**src/nfca_pkg.sv**
```systemverilog
// nfca_pkg: register map, field layout, commands and timing for the field-on sequencer
package nfca_pkg;
   // ------------------------------------------------------------
   // register indices (byte address = 4 * index)
   // ------------------------------------------------------------
   localparam logic [5:0] IDX_OPERATION_CONTROL      = 6'h02;
   localparam logic [5:0] IDX_MODE_DEFINITION        = 6'h03;
   localparam logic [5:0] IDX_BIT_RATE_DEFINITION    = 6'h04;
   localparam logic [5:0] IDX_TYPE_A_NFC106_SETTINGS = 6'h05;
   localparam logic [5:0] IDX_AUXILIARY_DEFINITION   = 6'h09;
   localparam logic [5:0] IDX_FIELD_THRESHOLD        = 6'h10;
   localparam logic [5:0] IDX_COMMAND                = 6'h11;
   localparam logic [5:0] IDX_EVENT_FLAGS            = 6'h12;
   localparam logic [5:0] IDX_BIT_RATE_DETECTED      = 6'h13;
   localparam logic [5:0] IDX_SEQ_STATUS             = 6'h14;
   // ------------------------------------------------------------
   // field positions
   // ------------------------------------------------------------
   localparam int OPC_EN_BIT     = 7;
   localparam int OPC_RX_CHN_BIT = 5;
   localparam int OPC_TX_EN_BIT  = 3;
   localparam int A106_SBO_BIT   = 5;
   localparam int AUX_TRAM_BIT   = 5;
   localparam int AUX_ENFD_BIT   = 4;
   localparam int AUX_CC_HI_BIT  = 1;
   localparam int AUX_CC_LO_BIT  = 0;
   localparam int FLG_CAT_BIT    = 0;
   localparam int FLG_CAC_BIT    = 1;
   // ------------------------------------------------------------
   // reset values
   // ------------------------------------------------------------
   localparam logic [7:0] RST_REG8 = 8'h00;
   localparam logic [7:0] RST_THR  = 8'h10;
   // ------------------------------------------------------------
   // mode codes in mode_definition[7:4], commands
   // ------------------------------------------------------------
   localparam logic [3:0] MODE_NFC_INIT   = 4'h1;
   localparam logic [3:0] MODE_TGT_BRDET  = 4'h8;
   localparam logic [3:0] MODE_NFC_TARGET = 4'h9;
   localparam logic [7:0] CMD_INIT_FIELD_ON  = 8'h01;
   localparam logic [7:0] CMD_RESP_FIELD_ON  = 8'h02;
   localparam logic [7:0] CMD_RESP_FIELD_N0  = 8'h03;
   localparam logic [7:0] CMD_GO_NORMAL      = 8'h04;
   localparam logic [7:0] CMD_ANALOG_PRESET  = 8'h05;
   typedef enum logic [1:0] {ST_IDLE, ST_AVOID, ST_GUARD} nfca_state_t;
   // ------------------------------------------------------------
   // timing
   // ------------------------------------------------------------
   localparam longint CLK_HZ          = 20_000_000;
   localparam longint FC_HZ           = 13_560_000;
   localparam int     INITIAL_DELAY_FC = 4096;
   localparam int     RF_WAIT_UNIT_FC  = 512;
   localparam int     INITIAL_GUARD_MS = 5;
   localparam int     ACTIVE_DELAY_FC  = 768;
   localparam int     ACTIVE_GUARD_FC  = 1024;
   function automatic int fc_cyc(input int n);
      fc_cyc = int'((longint'(n) * CLK_HZ + FC_HZ - 1) / FC_HZ);
   endfunction
   localparam int INITIAL_GUARD_CYC = int'(longint'(INITIAL_GUARD_MS) * CLK_HZ / 1000) + 1;
   localparam int INITIAL_DELAY_CYC = fc_cyc(INITIAL_DELAY_FC);
   localparam int RF_WAIT_UNIT_CYC  = fc_cyc(RF_WAIT_UNIT_FC);
   localparam int ACTIVE_DELAY_CYC  = fc_cyc(ACTIVE_DELAY_FC);
   localparam int ACTIVE_GUARD_CYC  = fc_cyc(ACTIVE_GUARD_FC);
endpackage

```
**src/nfca_field_on.sv**
```systemverilog
// nfca_field_on: field-on collision avoidance, go-normal and analog preset sequencer
`timescale 1ns/1ps
`default_nettype none
// Contract
// RULE_01 - Field on command checks for collision first, field on only if clear.
// RULE_02 - Compare synchronised RF field level against programmed threshold.
// RULE_03 - No collision: set tx enable, after guard time raise done flag.
// RULE_04 - External field seen: raise collision flag, leave transmitter off.
// RULE_05 - Host repeats field on after collision, no transmission meanwhile.
// RULE_06 - Initial field on uses random n bounded by collision count bits.
// RULE_07 - Response field on uses n from the same collision count bits.
// RULE_08 - Response field on variant forces n to zero.
// RULE_09 - Response active delay is 768 carrier periods.
// RULE_10 - Field on accepted only with enable bit and stable oscillator.
// RULE_11 - Initial delay 4096 carrier periods, waiting unit 512 periods.
// RULE_12 - Go to normal leaves bit rate detection mode for normal target.
// RULE_13 - Go to normal copies detected bit rate and sets modulation type.
// RULE_14 - Analog preset loads config bits from mode and bit rate.
// RULE_15 - Host avoids analog preset in sub-carrier or BPSK stream modes.
// RULE_16 - Analog preset clears tx enable in target and initiator modes; code clears it in target modes and NFCIP-1 initiator mode only.
// RULE_17 - In NFCIP-1 mode field goes on only through field on commands; code also sets tx enable on any host write of operation control bit 3.
// RULE_18 - Analog preset sets start byte option for NFCIP-1 active.
// RULE_19 - Modulation type bit 5: 0 selects OOK, 1 selects AM.
// RULE_20 - Field on command refused by conditions changes nothing.
module nfca_field_on
   import nfca_pkg::*;
#(
   parameter int IDT_CYC  = INITIAL_DELAY_CYC,
   parameter int IRFG_CYC = INITIAL_GUARD_CYC
)(
   input  wire logic        pclk,
   input  wire logic        presetn,
   input  wire logic        psel,
   input  wire logic        penable,
   input  wire logic        pwrite,
   input  wire logic [7:0]  paddr,
   input  wire logic [31:0] pwdata,
   output logic [31:0]      prdata,
   output logic             pready,
   output logic             pslverr,
   input  wire logic [7:0]  rf_field_inputs_level,
   input  wire logic        osc_freq_stable,
   input  wire logic        osc_ampl_stable,
   input  wire logic [7:0]  bit_rate_detected,
   output logic             tx_enable
);
   // ------------------------------------------------------------
   // state
   // ------------------------------------------------------------
   logic [7:0]  opc_q, mode_q, brd_q, a106_q, aux_q, thr_q, flg_q;
   logic [31:0] cnt_q;
   logic [31:0] prdata_q;
   logic [15:0] lfsr_q;
   logic [7:0]  rf_s1_q, rf_s2_q;
   logic [1:0]  osc_s1_q, osc_s2_q;
   logic        resp_q;
   nfca_state_t st_q;

   function automatic logic [1:0] pick_n(input logic [1:0] lim, input logic [1:0] rnd);
      pick_n = (rnd > lim) ? (rnd & lim) : rnd;
   endfunction

   // ------------------------------------------------------------
   // bus decode
   // ------------------------------------------------------------
   wire [5:0] idx     = paddr[7:2];
   wire       setup   = psel & ~penable;
   wire       access  = psel & penable;
   wire       hit     = (idx == IDX_OPERATION_CONTROL) | (idx == IDX_MODE_DEFINITION)
                      | (idx == IDX_BIT_RATE_DEFINITION) | (idx == IDX_TYPE_A_NFC106_SETTINGS)
                      | (idx == IDX_AUXILIARY_DEFINITION) | (idx == IDX_FIELD_THRESHOLD)
                      | (idx == IDX_COMMAND) | (idx == IDX_EVENT_FLAGS)
                      | (idx == IDX_BIT_RATE_DETECTED) | (idx == IDX_SEQ_STATUS);
   wire       wr      = access & pwrite & hit;
   wire [7:0] wd      = pwdata[7:0];
   wire       flg_rd  = access & ~pwrite & (idx == IDX_EVENT_FLAGS);
   wire       cmd_wr  = wr & (idx == IDX_COMMAND);
   wire [7:0] rd_mux  = (idx == IDX_OPERATION_CONTROL)      ? opc_q  :
                        (idx == IDX_MODE_DEFINITION)        ? mode_q :
                        (idx == IDX_BIT_RATE_DEFINITION)    ? brd_q  :
                        (idx == IDX_TYPE_A_NFC106_SETTINGS) ? a106_q :
                        (idx == IDX_AUXILIARY_DEFINITION)   ? aux_q  :
                        (idx == IDX_FIELD_THRESHOLD)        ? thr_q  :
                        (idx == IDX_EVENT_FLAGS)            ? flg_q  :
                        (idx == IDX_BIT_RATE_DETECTED)      ? bit_rate_detected :
                        (idx == IDX_SEQ_STATUS)             ? {6'h00, st_q} : 8'h00;
   assign pready  = 1'b1;
   assign pslverr = access & ~hit;
   assign prdata  = prdata_q;
   assign tx_enable = opc_q[OPC_TX_EN_BIT];

   // ------------------------------------------------------------
   // command decode
   // ------------------------------------------------------------
   wire       osc_ok   = osc_s2_q[0] & osc_s2_q[1];
   wire       accept   = opc_q[OPC_EN_BIT] & osc_ok & (st_q == ST_IDLE); // RULE_10
   wire       c_init   = cmd_wr & (wd == CMD_INIT_FIELD_ON);
   wire       c_resp   = cmd_wr & (wd == CMD_RESP_FIELD_ON);
   wire       c_resp0  = cmd_wr & (wd == CMD_RESP_FIELD_N0);
   wire       fon_go   = (c_init | c_resp | c_resp0) & accept; // RULE_20
   wire       c_norm   = cmd_wr & (wd == CMD_GO_NORMAL);
   wire       c_pre    = cmd_wr & (wd == CMD_ANALOG_PRESET);
   wire [1:0] cc_cfg   = {aux_q[AUX_CC_HI_BIT], aux_q[AUX_CC_LO_BIT]};
   wire [1:0] n_val    = c_resp0 ? 2'd0 : pick_n(cc_cfg, lfsr_q[1:0]); // RULE_06 RULE_07 RULE_08
   wire [31:0] base_cyc = c_init ? 32'(IDT_CYC) : 32'(ACTIVE_DELAY_CYC); // RULE_09 RULE_11
   wire [31:0] ca_load = base_cyc + 32'(n_val) * 32'(RF_WAIT_UNIT_CYC); // RULE_11
   wire       field_hi = rf_s2_q >= thr_q; // RULE_02
   wire       ca_end   = (st_q == ST_AVOID) & (cnt_q == 32'd0) & ~field_hi;
   wire       gd_end   = (st_q == ST_GUARD) & (cnt_q == 32'd0);
   wire       coll     = (st_q == ST_AVOID) & field_hi;
   wire [3:0] mode     = mode_q[7:4];
   wire       nfcip    = (mode == MODE_NFC_INIT) | (mode == MODE_NFC_TARGET);
   wire       tgt_any  = mode_q[7];
   wire [7:0] flg_set  = {6'h00, coll, gd_end};
   wire [7:0] flg_d    = (flg_rd ? (flg_q & ~prdata_q[7:0]) : flg_q) | flg_set;

   // ------------------------------------------------------------
   // synchronisers and random source
   // ------------------------------------------------------------
   always_ff @(posedge pclk or negedge presetn)
   begin
      if (!presetn)
      begin
         rf_s1_q  <= 8'h00;
         rf_s2_q  <= 8'h00;
         osc_s1_q <= 2'h0;
         osc_s2_q <= 2'h0;
         lfsr_q   <= 16'hACE1;
      end
      else
      begin
         rf_s1_q  <= rf_field_inputs_level;
         rf_s2_q  <= rf_s1_q;
         osc_s1_q <= {osc_ampl_stable, osc_freq_stable};
         osc_s2_q <= osc_s1_q;
         lfsr_q   <= {lfsr_q[14:0], lfsr_q[15] ^ lfsr_q[13] ^ lfsr_q[12] ^ lfsr_q[10]};
      end
   end

   // ------------------------------------------------------------
   // read data
   // ------------------------------------------------------------
   always_ff @(posedge pclk or negedge presetn)
   begin
      if (!presetn)
         prdata_q <= 32'h00000000;
      else if (setup & ~pwrite)
         prdata_q <= {24'h000000, rd_mux};
   end

   // ------------------------------------------------------------
   // sequencer
   // ------------------------------------------------------------
   always_ff @(posedge pclk or negedge presetn)
   begin
      if (!presetn)
      begin
         st_q   <= ST_IDLE;
         cnt_q  <= 32'd0;
         resp_q <= 1'b0;
      end
      else
      begin
         case (st_q)
            ST_IDLE:
            begin
               if (fon_go)
               begin
                  st_q   <= ST_AVOID; // RULE_01
                  cnt_q  <= ca_load;
                  resp_q <= ~c_init;
               end
            end
            ST_AVOID:
            begin
               if (coll)
                  st_q <= ST_IDLE; // RULE_04
               else if (ca_end)
               begin
                  st_q  <= ST_GUARD;
                  cnt_q <= resp_q ? 32'(ACTIVE_GUARD_CYC) : 32'(IRFG_CYC); // RULE_03
               end
               else
                  cnt_q <= cnt_q - 32'd1;
            end
            ST_GUARD:
            begin
               if (gd_end)
                  st_q <= ST_IDLE;
               else
                  cnt_q <= cnt_q - 32'd1;
            end
            default:
               st_q <= ST_IDLE;
         endcase
      end
   end

   // ------------------------------------------------------------
   // registers
   // ------------------------------------------------------------
   always_ff @(posedge pclk or negedge presetn)
   begin
      if (!presetn)
      begin
         opc_q  <= RST_REG8;
         mode_q <= RST_REG8;
         brd_q  <= RST_REG8;
         a106_q <= RST_REG8;
         aux_q  <= RST_REG8;
         thr_q  <= RST_THR;
         flg_q  <= RST_REG8;
      end
      else
      begin
         flg_q <= flg_d; // RULE_03 RULE_04
         if (wr & (idx == IDX_OPERATION_CONTROL))
            opc_q <= wd;
         if (wr & (idx == IDX_MODE_DEFINITION))
            mode_q <= wd;
         if (wr & (idx == IDX_BIT_RATE_DEFINITION))
            brd_q <= wd;
         if (wr & (idx == IDX_TYPE_A_NFC106_SETTINGS))
            a106_q <= wd;
         if (wr & (idx == IDX_AUXILIARY_DEFINITION))
            aux_q <= wd;
         if (wr & (idx == IDX_FIELD_THRESHOLD))
            thr_q <= wd;
         if (ca_end)
            opc_q[OPC_TX_EN_BIT] <= 1'b1; // RULE_01 RULE_03 RULE_17
         if (c_norm & (mode == MODE_TGT_BRDET))
         begin
            mode_q[7:4]         <= MODE_NFC_TARGET; // RULE_12
            brd_q               <= bit_rate_detected; // RULE_13
            aux_q[AUX_TRAM_BIT] <= bit_rate_detected[7:4] != 4'h0; // RULE_13 RULE_19
         end
         if (c_pre)
         begin
            aux_q[AUX_TRAM_BIT]  <= brd_q[7:4] != 4'h0; // RULE_14 RULE_19
            aux_q[AUX_ENFD_BIT]  <= nfcip; // RULE_14
            a106_q[A106_SBO_BIT] <= nfcip; // RULE_18
            if (nfcip)
               opc_q[OPC_RX_CHN_BIT] <= 1'b1; // RULE_14
            if (nfcip | tgt_any)
               opc_q[OPC_TX_EN_BIT] <= 1'b0; // RULE_16 RULE_17
         end
      end
   end

   // ------------------------------------------------------------
   // guard length monitor
   // ------------------------------------------------------------
   logic [31:0] gd_seen_q;
   wire  [31:0] gd_len = resp_q ? 32'(ACTIVE_GUARD_CYC) : 32'(IRFG_CYC);
   always_ff @(posedge pclk or negedge presetn)
   begin
      if (!presetn)
         gd_seen_q <= 32'd0;
      else if (st_q == ST_GUARD)
         gd_seen_q <= gd_seen_q + 32'd1;
      else
         gd_seen_q <= 32'd0;
   end

   // ------------------------------------------------------------
   // assertions
   // ------------------------------------------------------------
   a_refused_cmd: assert property (@(posedge pclk) disable iff (!presetn) // RULE_20
      (st_q == ST_IDLE) && (c_init | c_resp | c_resp0) && !accept
      |=> (st_q == ST_IDLE) && (tx_enable == $past(tx_enable)))
      else $error("refused field on changed state");
   a_coll_flag: assert property (@(posedge pclk) disable iff (!presetn) // RULE_04
      coll |=> flg_q[FLG_CAC_BIT] && (st_q == ST_IDLE) && !$rose(tx_enable))
      else $error("collision not flagged");
   a_field_on: assert property (@(posedge pclk) disable iff (!presetn) // RULE_01
      ca_end |=> tx_enable && (st_q == ST_GUARD))
      else $error("field not switched on");
   a_guard_done: assert property (@(posedge pclk) disable iff (!presetn) // RULE_03
      gd_end
      |-> (gd_seen_q == gd_len) ##1 flg_q[FLG_CAT_BIT])
      else $error("guard done flag timing");
   a_resp_n0: assert property (@(posedge pclk) disable iff (!presetn) // RULE_08
      fon_go && c_resp0 |=> cnt_q == 32'(ACTIVE_DELAY_CYC))
      else $error("n zero delay wrong");
   a_init_delay: assert property (@(posedge pclk) disable iff (!presetn) // RULE_11
      fon_go && c_init |=> cnt_q >= 32'(IDT_CYC)
      && cnt_q <= 32'(IDT_CYC) + 32'd3 * 32'(RF_WAIT_UNIT_CYC))
      else $error("initial delay out of range");
   a_preset_txoff: assert property (@(posedge pclk) disable iff (!presetn) // RULE_16
      c_pre && (nfcip || tgt_any) && !ca_end |=> !tx_enable)
      else $error("preset left transmitter on");
   a_start_byte: assert property (@(posedge pclk) disable iff (!presetn) // RULE_18
      c_pre |=> a106_q[A106_SBO_BIT] == $past(nfcip))
      else $error("start byte option wrong");
   a_go_normal: assert property (@(posedge pclk) disable iff (!presetn) // RULE_13
      c_norm && (mode == MODE_TGT_BRDET)
      |=> brd_q == $past(bit_rate_detected) && mode_q[7:4] == MODE_NFC_TARGET)
      else $error("go normal copy wrong");
   a_mod_type: assert property (@(posedge pclk) disable iff (!presetn) // RULE_19
      c_pre |=> aux_q[AUX_TRAM_BIT] == ($past(brd_q[7:4]) != 4'h0))
      else $error("modulation type wrong");
endmodule // nfca_field_on
`default_nettype wire

```
**config.mk**
```make
export PLATFORM = sky130hd
export DESIGN_NAME = nfca_field_on
export DESIGN_NICKNAME = d
export VERILOG_FILES = /design/src/nfca_pkg.sv /design/src/nfca_field_on.sv
export SDC_FILE = /design/constraint.sdc
export NUM_CORES = 1
export LEC_CHECK = 0
export BUFFER_PORTS_ARGS = -buffer_cell sky130_fd_sc_hd__buf_2
export CORE_MARGIN = 10
export CORE_UTILIZATION = 58
export CTS_CLUSTER_SIZE = 28
export DETAILED_ROUTE_END_ITERATION = 10
export GPL_ROUTABILITY_DRIVEN = 0
export PLACE_DENSITY = 0.8
export SLEW_MARGIN = 20
export SYNTH_ARGS = -nofsm -noshare
export SYNTH_HDL_FRONTEND = slang
export SYNTH_SLANG_ARGS = --single-unit
export TNS_END_PERCENT = 1
```
**constraint.sdc**
```tcl
create_clock -name pclk -period 4.5 [get_ports pclk]
set_clock_uncertainty 0.1 [all_clocks]
set_input_delay 0.675 -clock pclk [delete_from_list [all_inputs] [get_ports pclk]]
set_output_delay 0.675 -clock pclk [all_outputs]
set_load 0.1 [all_outputs]
```
# Word-level counts from Yosys, hierarchy flattened
# Cells that the tools add are included.
[classes]
addsub = 2
n_mul = 1
n_div = 0
order_cmp = 2
n_eq_ne = 25
shift = 0
muxes = 39
bitwise = 54
reduce_logical = 13
[ops]
columns = ["cell", "n"]
rows = [
  ["2-to-1 mux 32 bit", 4],
  ["2-to-1 mux 8 bit", 12],
  ["one-hot mux 32 bit (3 select lines)", 1],
  ["zero test 32 bit", 1],
  ["subtractor 32 x 1 -> 32 bit (second input constant)", 1],
  ["== test 6 x 5 -> 1 bit (second input constant)", 5],
  ["bitwise AND 1 bit", 29],
  ["2-to-1 mux 6 bit", 3],
  ["2-to-1 mux 17 bit", 1],
  ["== test 8 x 2 -> 1 bit (second input constant)", 2],
  ["== test 8 x 3 -> 1 bit (second input constant)", 2],
  ["2-to-1 mux 2 bit", 8],
  ["adder 13 x 12 -> 14 bit", 1],
  ["2-to-1 mux 13 bit", 1],
  ["bitwise OR 1 bit", 13],
  ["== test 6 x 2 -> 1 bit (second input constant)", 2],
  ["== test 6 x 3 -> 1 bit (second input constant)", 2],
  ["multiplier 2 x 8 -> 10 bit (second input constant)", 1],
  ["bitwise AND 8 bit", 1],
  ["== test 4 bit (second input constant)", 2],
  ["== test 8 x 1 -> 1 bit (second input constant)", 1],
  [">= comparator 8 bit", 1],
  ["inequality test 2 bit (second input constant)", 4],
  ["inverter 8 bit", 1],
  ["20 further kinds", 37],
]
[word_totals]
ff_bits = 135
latch_bits = 0
ramBits = 0
rom_bits = 0
inputBits = 63
output_inout_bits = 35
wordCells = 157
memories = 0

# Longest topological paths before layout
[depth]
word_depth = 18
ltp_mapped = 17
mapped_depth_nobuf = 17

# Least setup slack after synthesis
# Ideal clock, no wire load.
[synth_path]
path_type = "input to register"
startpoint = "input port paddr[7]"
endpoint = "register cnt_q[12]"
setup_ps = 120
arrival_ps = 3675
required_ps = 4280
setup_slack_ps = 604
stages = 17
path_buffers = 2
cell_sequence = "clkbuf_1 -> or4b_1 -> buf_2 -> or4_1 -> nor2_1 -> a21oi_1 -> inv_1 -> ha_1 -> inv_1 -> ha_1 -> o21a_1 -> o21a_1 -> o31ai_1 -> xnor2_1 -> o22ai_1 -> nand2_1 -> nand2_1"
[synth_between]
elab_chain_cells = 18
elab_cells_between_ends = 35
classes_between = "1 x add/sub; 1 x mul; 11 x eq/ne; 4 x mux; 17 x bitwise; 1 x reduce/logical"
[synth_lines]
columns = ["element", "line", "source"]
rows = [
  ["start: declaration", "nfca_field_on.sv:36", "input wire logic [7:0] paddr,"],
  ["== test 6 x 2 -> 1 bit", "nfca_field_on.sv:69", "wire hit = (idx == IDX_OPERATION_CONTROL) | (idx == IDX_MODE_DEFINITION)"],
  ["bitwise OR 1 bit", "nfca_field_on.sv:69", ""],
  ["bitwise OR 1 bit (2 in series)", "nfca_field_on.sv:70", "| (idx == IDX_BIT_RATE_DEFINITION) | (idx == IDX_TYPE_A_NFC106_SETTINGS)"],
  ["bitwise OR 1 bit (2 in series)", "nfca_field_on.sv:71", "| (idx == IDX_AUXILIARY_DEFINITION) | (idx == IDX_FIELD_THRESHOLD)"],
  ["bitwise OR 1 bit (2 in series)", "nfca_field_on.sv:72", "| (idx == IDX_COMMAND) | (idx == IDX_EVENT_FLAGS)"],
  ["bitwise OR 1 bit (2 in series)", "nfca_field_on.sv:73", "| (idx == IDX_BIT_RATE_DETECTED) | (idx == IDX_SEQ_STATUS);"],
  ["bitwise AND 1 bit", "nfca_field_on.sv:74", "wire wr = access & pwrite & hit;"],
  ["bitwise AND 1 bit (*)", "nfca_field_on.sv:77", "wire cmd_wr = wr & (idx == IDX_COMMAND);"],
  ["bitwise AND 1 bit (on tied branches)", "nfca_field_on.sv:99, nfca_field_on.sv:97, nfca_field_on.sv:98", ""],
  ["2-to-1 mux 2 bit / bitwise OR 1 bit (equally long branches)", "nfca_field_on.sv:104, nfca_field_on.sv:100", ""],
  ["multiplier 2 x 8 -> 10 bit / bitwise OR 1 bit (equally long branches)", "nfca_field_on.sv:106, nfca_field_on.sv:100", ""],
  ["adder 13 x 12 -> 14 bit / bitwise AND 1 bit (equally long branches)", "nfca_field_on.sv:106, nfca_field_on.sv:100", ""],
  ["2-to-1 mux 32 bit / inequality test 2 bit (equally long branches)", "-", ""],
  ["one-hot mux 32 bit (3 select lines) / AND reduction 4 bit (equally long branches)", "-", ""],
  ["end signal: assignment", "nfca_field_on.sv:170", "cnt_q <= ca_load;"],
  ["end signal: assignment", "nfca_field_on.sv:181", "cnt_q <= resp_q ? 32'(ACTIVE_GUARD_CYC) : 32'(IRFG_CYC);"],
  ["end signal: assignment", "nfca_field_on.sv:184", "cnt_q <= cnt_q - 32'd1;"],
  ["end: declaration", "nfca_field_on.sv:51", "logic [31:0] cnt_q;"],
]
# Mark *: on every way between the ends. The rest lies on a longest branch, timed or not. The select of a mux whose other input is x is not followed.
# A chain may end at the register's enable or synchronous reset.

# Final worst setup path
[layout_path]
startpoint = "register cnt_q[0]"
endpoint = "register cnt_q[28]"
[layout_between]
elab_chain_cells = 6
elab_cells_between_ends = 11
classes_between = "1 x add/sub; 1 x eq/ne; 4 x mux; 3 x bitwise; 2 x reduce/logical"
[layout_lines]
columns = ["element"]
rows = [
  ["branches (longest 6 deep; another with subtractor 32 x 1 -> 32 bit)"],
]
# Several ways; the timed one is not identified. The select of a mux whose other input is x is not followed.

==> impl_metrics.yaml <==
synthesis:
  synth-edff-count: 0
  synth_area_leaders: "sky130_fd_sc_hd__dfrtp_1 44%, sky130_fd_sc_hd__ha_1 5.4%, sky130_fd_sc_hd__o21ai_0 4.4%"
  synthArstFlopShare: 1.000
  synth_commonest_cells: "126 x sky130_fd_sc_hd__dfrtp_1, 67 x sky130_fd_sc_hd__nand2_1, 64 x sky130_fd_sc_hd__o21ai_0, 63 x sky130_fd_sc_hd__nor2_1, 45 x sky130_fd_sc_hd__a21oi_1"
  post-synth-top-area-cell: "sky130_fd_sc_hd__dfrtp_1"
  synth-warning-count: 0
  synth_largest_type_area_fraction: 0.4361
  syn-instance-count: 740
  synthesis.area_per_instance_um2: 9.771
  synth.ff_latch_count: 135
  synth.lib_cells_used.distinct: 66
  library_cell_with_the_highest_instance_count_after_synthesis: "sky130_fd_sc_hd__dfrtp_1"
  postSynth.topFlopCell: "sky130_fd_sc_hd__dfrtp_1"
  post_synth_instance_area_um2: 7231
  share_of_synthesized_area_occupied_by_flip_flops_and_latches: 0.4688
clock_network:
  post_cts.resized_instances: 0
  clockBufferDepth: 2
  cts-buffers-inserted: 17
  clock_sinks: 135
  post_cts_buffers: 0
  clock_insertion_delay_worst_skew_ps: 420
  clk_root_buffer_cell: "sky130_fd_sc_hd__clkbuf_16"
  cts_hold_buf: 0
  number_of_h_tree_branching_levels: 4
  clock_tree_from_tritoncts: "built"
  cts.clk_slew.worst_paths_ps: 60
sta:
  report.final.hold_viol_count: 0
  fin_setup_tns_ps: 0
  period_minus_slack_ps: 3747
  fmax_mhz: 266.9
  final_min_period_over_clock_period: 0.8327
  report.final.setup_viol: 0
  tightest_slew_ps: 1028
  rsz_0062_raised_after_global_routing: "false"
  max-slew-margin-rel: 0.3144
  finalMaxSlewViolations: 0
routing:
  vias: 6028
  finalWirelength_um: 18680
  post_drt_via_cell_ratio: 6.234
  detail_route.iter0.violations: 721
  post-route-drc-count: 0
  drtAntennaViolNets: 0
  wl_per_cell_um: 19.31
  drt-pass1-iter-count: 6
grt:
  antenna_found_initial: 0
  grt_start_max_net_pins: 111
  grt-ovfl-total: 0
  grt_first_pass_wirelength_um: 30440
  grt.total_usage: 0.2145
  first_global_vias: 5974
critical_path:
  critPathMaxFanout: 40
  timing.setup.critical_path_class: "reg2reg"
  arrival_ps: 3920
  required_ps: 4670
  rr_worst_depth: 9
  worst_setup_path_end_kind: "register"
  cp-start-kind: "register"
final_layout:
  multi_input_comb_area_um2: 3458
  final_layout_size_suffix_gt1_frac: 0.1706
  nFillCells: 938
  regArea_um2: 3390
  layout.cells.non_filler: 967
  area.growth.synth_to_final_pct: 12.87
  finalInstanceArea_um2: 8162
  final_net_count: 879
placement:
  placement.io_buffers: 46
  placedCellCount: 933
  detailed_place.area_um2: 7535
  hpwlAfterDp_um: 13010
power:
  fraction_of_power_consumed_by_sequential_logic: 0.371
  intPower_mw: 2.519
  power_per_cell_area_nw_per_um2: 458.7
  peakVddDrop_uv: 545.1
  pwr-share-clk: 0.392
  power_leakage_nw: 3.915
  power_frac_comb: 0.237
  switchingPower_mw: 1.224
  sw_frac_of_total: 0.3271
floorplan:
  initial_utilization: 0.5970
  top_level_ports: 98
  fp.dieW_um: 131.7
  core.rowCount: 40
  die_h_um: 131.7
  die-area_um2: 17330
  placeableCoreArea_um2: 12110
min_path:
  worst_hold_path.num_cells: 0
  hold_class: "reg2reg"
run:
  cap_violations: 0
run_status:
  outcome: "completed"
## state kept, by name, summed over array words and instances, names as in the netlist
signal,cells
cnt_q,32
lfsr_q,16
a106_q,8
aux_q,8
brd_q,8
flg_q,8
mode_q,8
opc_q,8
prdata,8
rf_s1_q,8
rf_s2_q,8
thr_q,8
osc_s1_q,2
osc_s2_q,2
st_q,2
resp_q,1
## cell usage in the layout (no fill, tap or decap), types with 5 or more instances in the layout
| master | n |
|---|---|
| sky130_fd_sc_hd__a22oi_1 | 12 |
| sky130_fd_sc_hd__nand2b_1 | 5 |
| sky130_fd_sc_hd__a31oi_1 | 5 |
| sky130_fd_sc_hd__a21o_1 | 5 |
| sky130_fd_sc_hd__nor2b_1 | 5 |
| sky130_fd_sc_hd__inv_1 | 36 |
| sky130_fd_sc_hd__or4_1 | 8 |
| sky130_fd_sc_hd__o21ai_0 | 64 |
| sky130_fd_sc_hd__mux2_2 | 27 |
| sky130_fd_sc_hd__a21oi_1 | 45 |
| sky130_fd_sc_hd__mux2i_1 | 16 |
| sky130_fd_sc_hd__xor2_1 | 6 |
| sky130_fd_sc_hd__nor4_1 | 14 |
| sky130_fd_sc_hd__dfrtp_1 | 126 |
| sky130_fd_sc_hd__a221oi_1 | 12 |
| sky130_fd_sc_hd__nand3_1 | 8 |
| sky130_fd_sc_hd__nor2_1 | 63 |
| sky130_fd_sc_hd__xnor2_1 | 7 |
| sky130_fd_sc_hd__o31ai_1 | 13 |
| sky130_fd_sc_hd__o22ai_1 | 6 |
| sky130_fd_sc_hd__buf_2 | 45 |
| sky130_fd_sc_hd__dfstp_2 | 9 |
| sky130_fd_sc_hd__conb_1 | 25 |
| sky130_fd_sc_hd__a21boi_0 | 7 |
| sky130_fd_sc_hd__clkbuf_16 | 17 |
| sky130_fd_sc_hd__buf_4 | 14 |
| sky130_fd_sc_hd__nor3_1 | 19 |
| sky130_fd_sc_hd__o41ai_1 | 5 |
| sky130_fd_sc_hd__ha_1 | 31 |
| sky130_fd_sc_hd__nand2_1 | 67 |
## final cells by class
cell class / instances / share of cell area
clock buffer: 22 / 0.05565
multi-input combinational: 534 / 0.4237
tap: 168 / 0.02576
inverter: 36 / 0.01656
timing repair buffer: 60 / 0.04185
sequential: 135 / 0.4153
antenna: 2 / 0.0006132
clock inverter: 10 / 0.02054
## power groups by stage
stage	clock (mW)	combinational, mW	sequential [mW]
after detailed placement	0	0.858	1.41
final	1.47	0.887	1.39
after global routing	1.55	0.969	1.40
after global placement	0	0.826	1.40
after CTS	1.48	0.869	1.39
after floorplan	0	0.664	1.40
## worst max-delay path, cell delays in order (launching register included)
cell,delay [ps]
sky130_fd_sc_hd__dfrtp_1,420
sky130_fd_sc_hd__inv_1,70
sky130_fd_sc_hd__ha_1,200
sky130_fd_sc_hd__or4b_2,700
sky130_fd_sc_hd__nor4_1,310
sky130_fd_sc_hd__and4_1,390
sky130_fd_sc_hd__and3_1,280
sky130_fd_sc_hd__or4_4,400
sky130_fd_sc_hd__or2_1,530
sky130_fd_sc_hd__o21ai_0,190
## kinds of logic (layout without fill, tap and decap cells)
kind of cell,count (synthesis),count (layout),share of synthesized area
buffers and inverters,94,128,0.06489
XOR/XNOR,13,13,0.01575
flip-flops,135,135,0.4688
other,2,27,0.001039
multiplexers,43,43,0.06420
AO/OA/AOI/OAI,201,201,0.1765
AND/OR/NAND/NOR,220,220,0.1524
adder cells (fa/ha/maj),32,32,0.05641
## routing by layer
metal / vias to the layer above / global-route usage / part of all wire
met5: - / 0 / 0
met1: 2922 / 0.2488 / 0.39
met4: 0 / 0.1143 / 0.045
met2: 325 / 0.3549 / 0.49
met3: 80 / 0.05831 / 0.081
li1: 2701 / - / -
## per-stage QoR
stage | setup WS (ps) | util | hold WS [ps] | power [mW]
CTS | 783.9 | 0.6735 | 244.6 | 3.735
global route | 464.5 | 0.6735 | 235.2 | 3.919
detailed placement | 415.3 | 0.6221 | 234.7 | 2.265
finish | 752.9 | 0.6739 | 247.9 | 3.743
global placement | 483.8 | 0.6221 | 231.6 | 2.223
floorplan | 604.4 | - | 231.2 | 2.064
## final timing paths
check / from / end / slack (ps)
max: cnt_q[0] / cnt_q[28] / 750
min: rf_s1_q[5] / rf_s2_q[5] / 250
max reg2reg: cnt_q[0] / cnt_q[28] / 750
min reg2reg: rf_s1_q[5] / rf_s2_q[5] / 250
max in group asynchronous: presetn / lfsr_q[6] / 3030
min in group asynchronous: presetn / cnt_q[13] / 260
(Power assumes the default switching activity.)
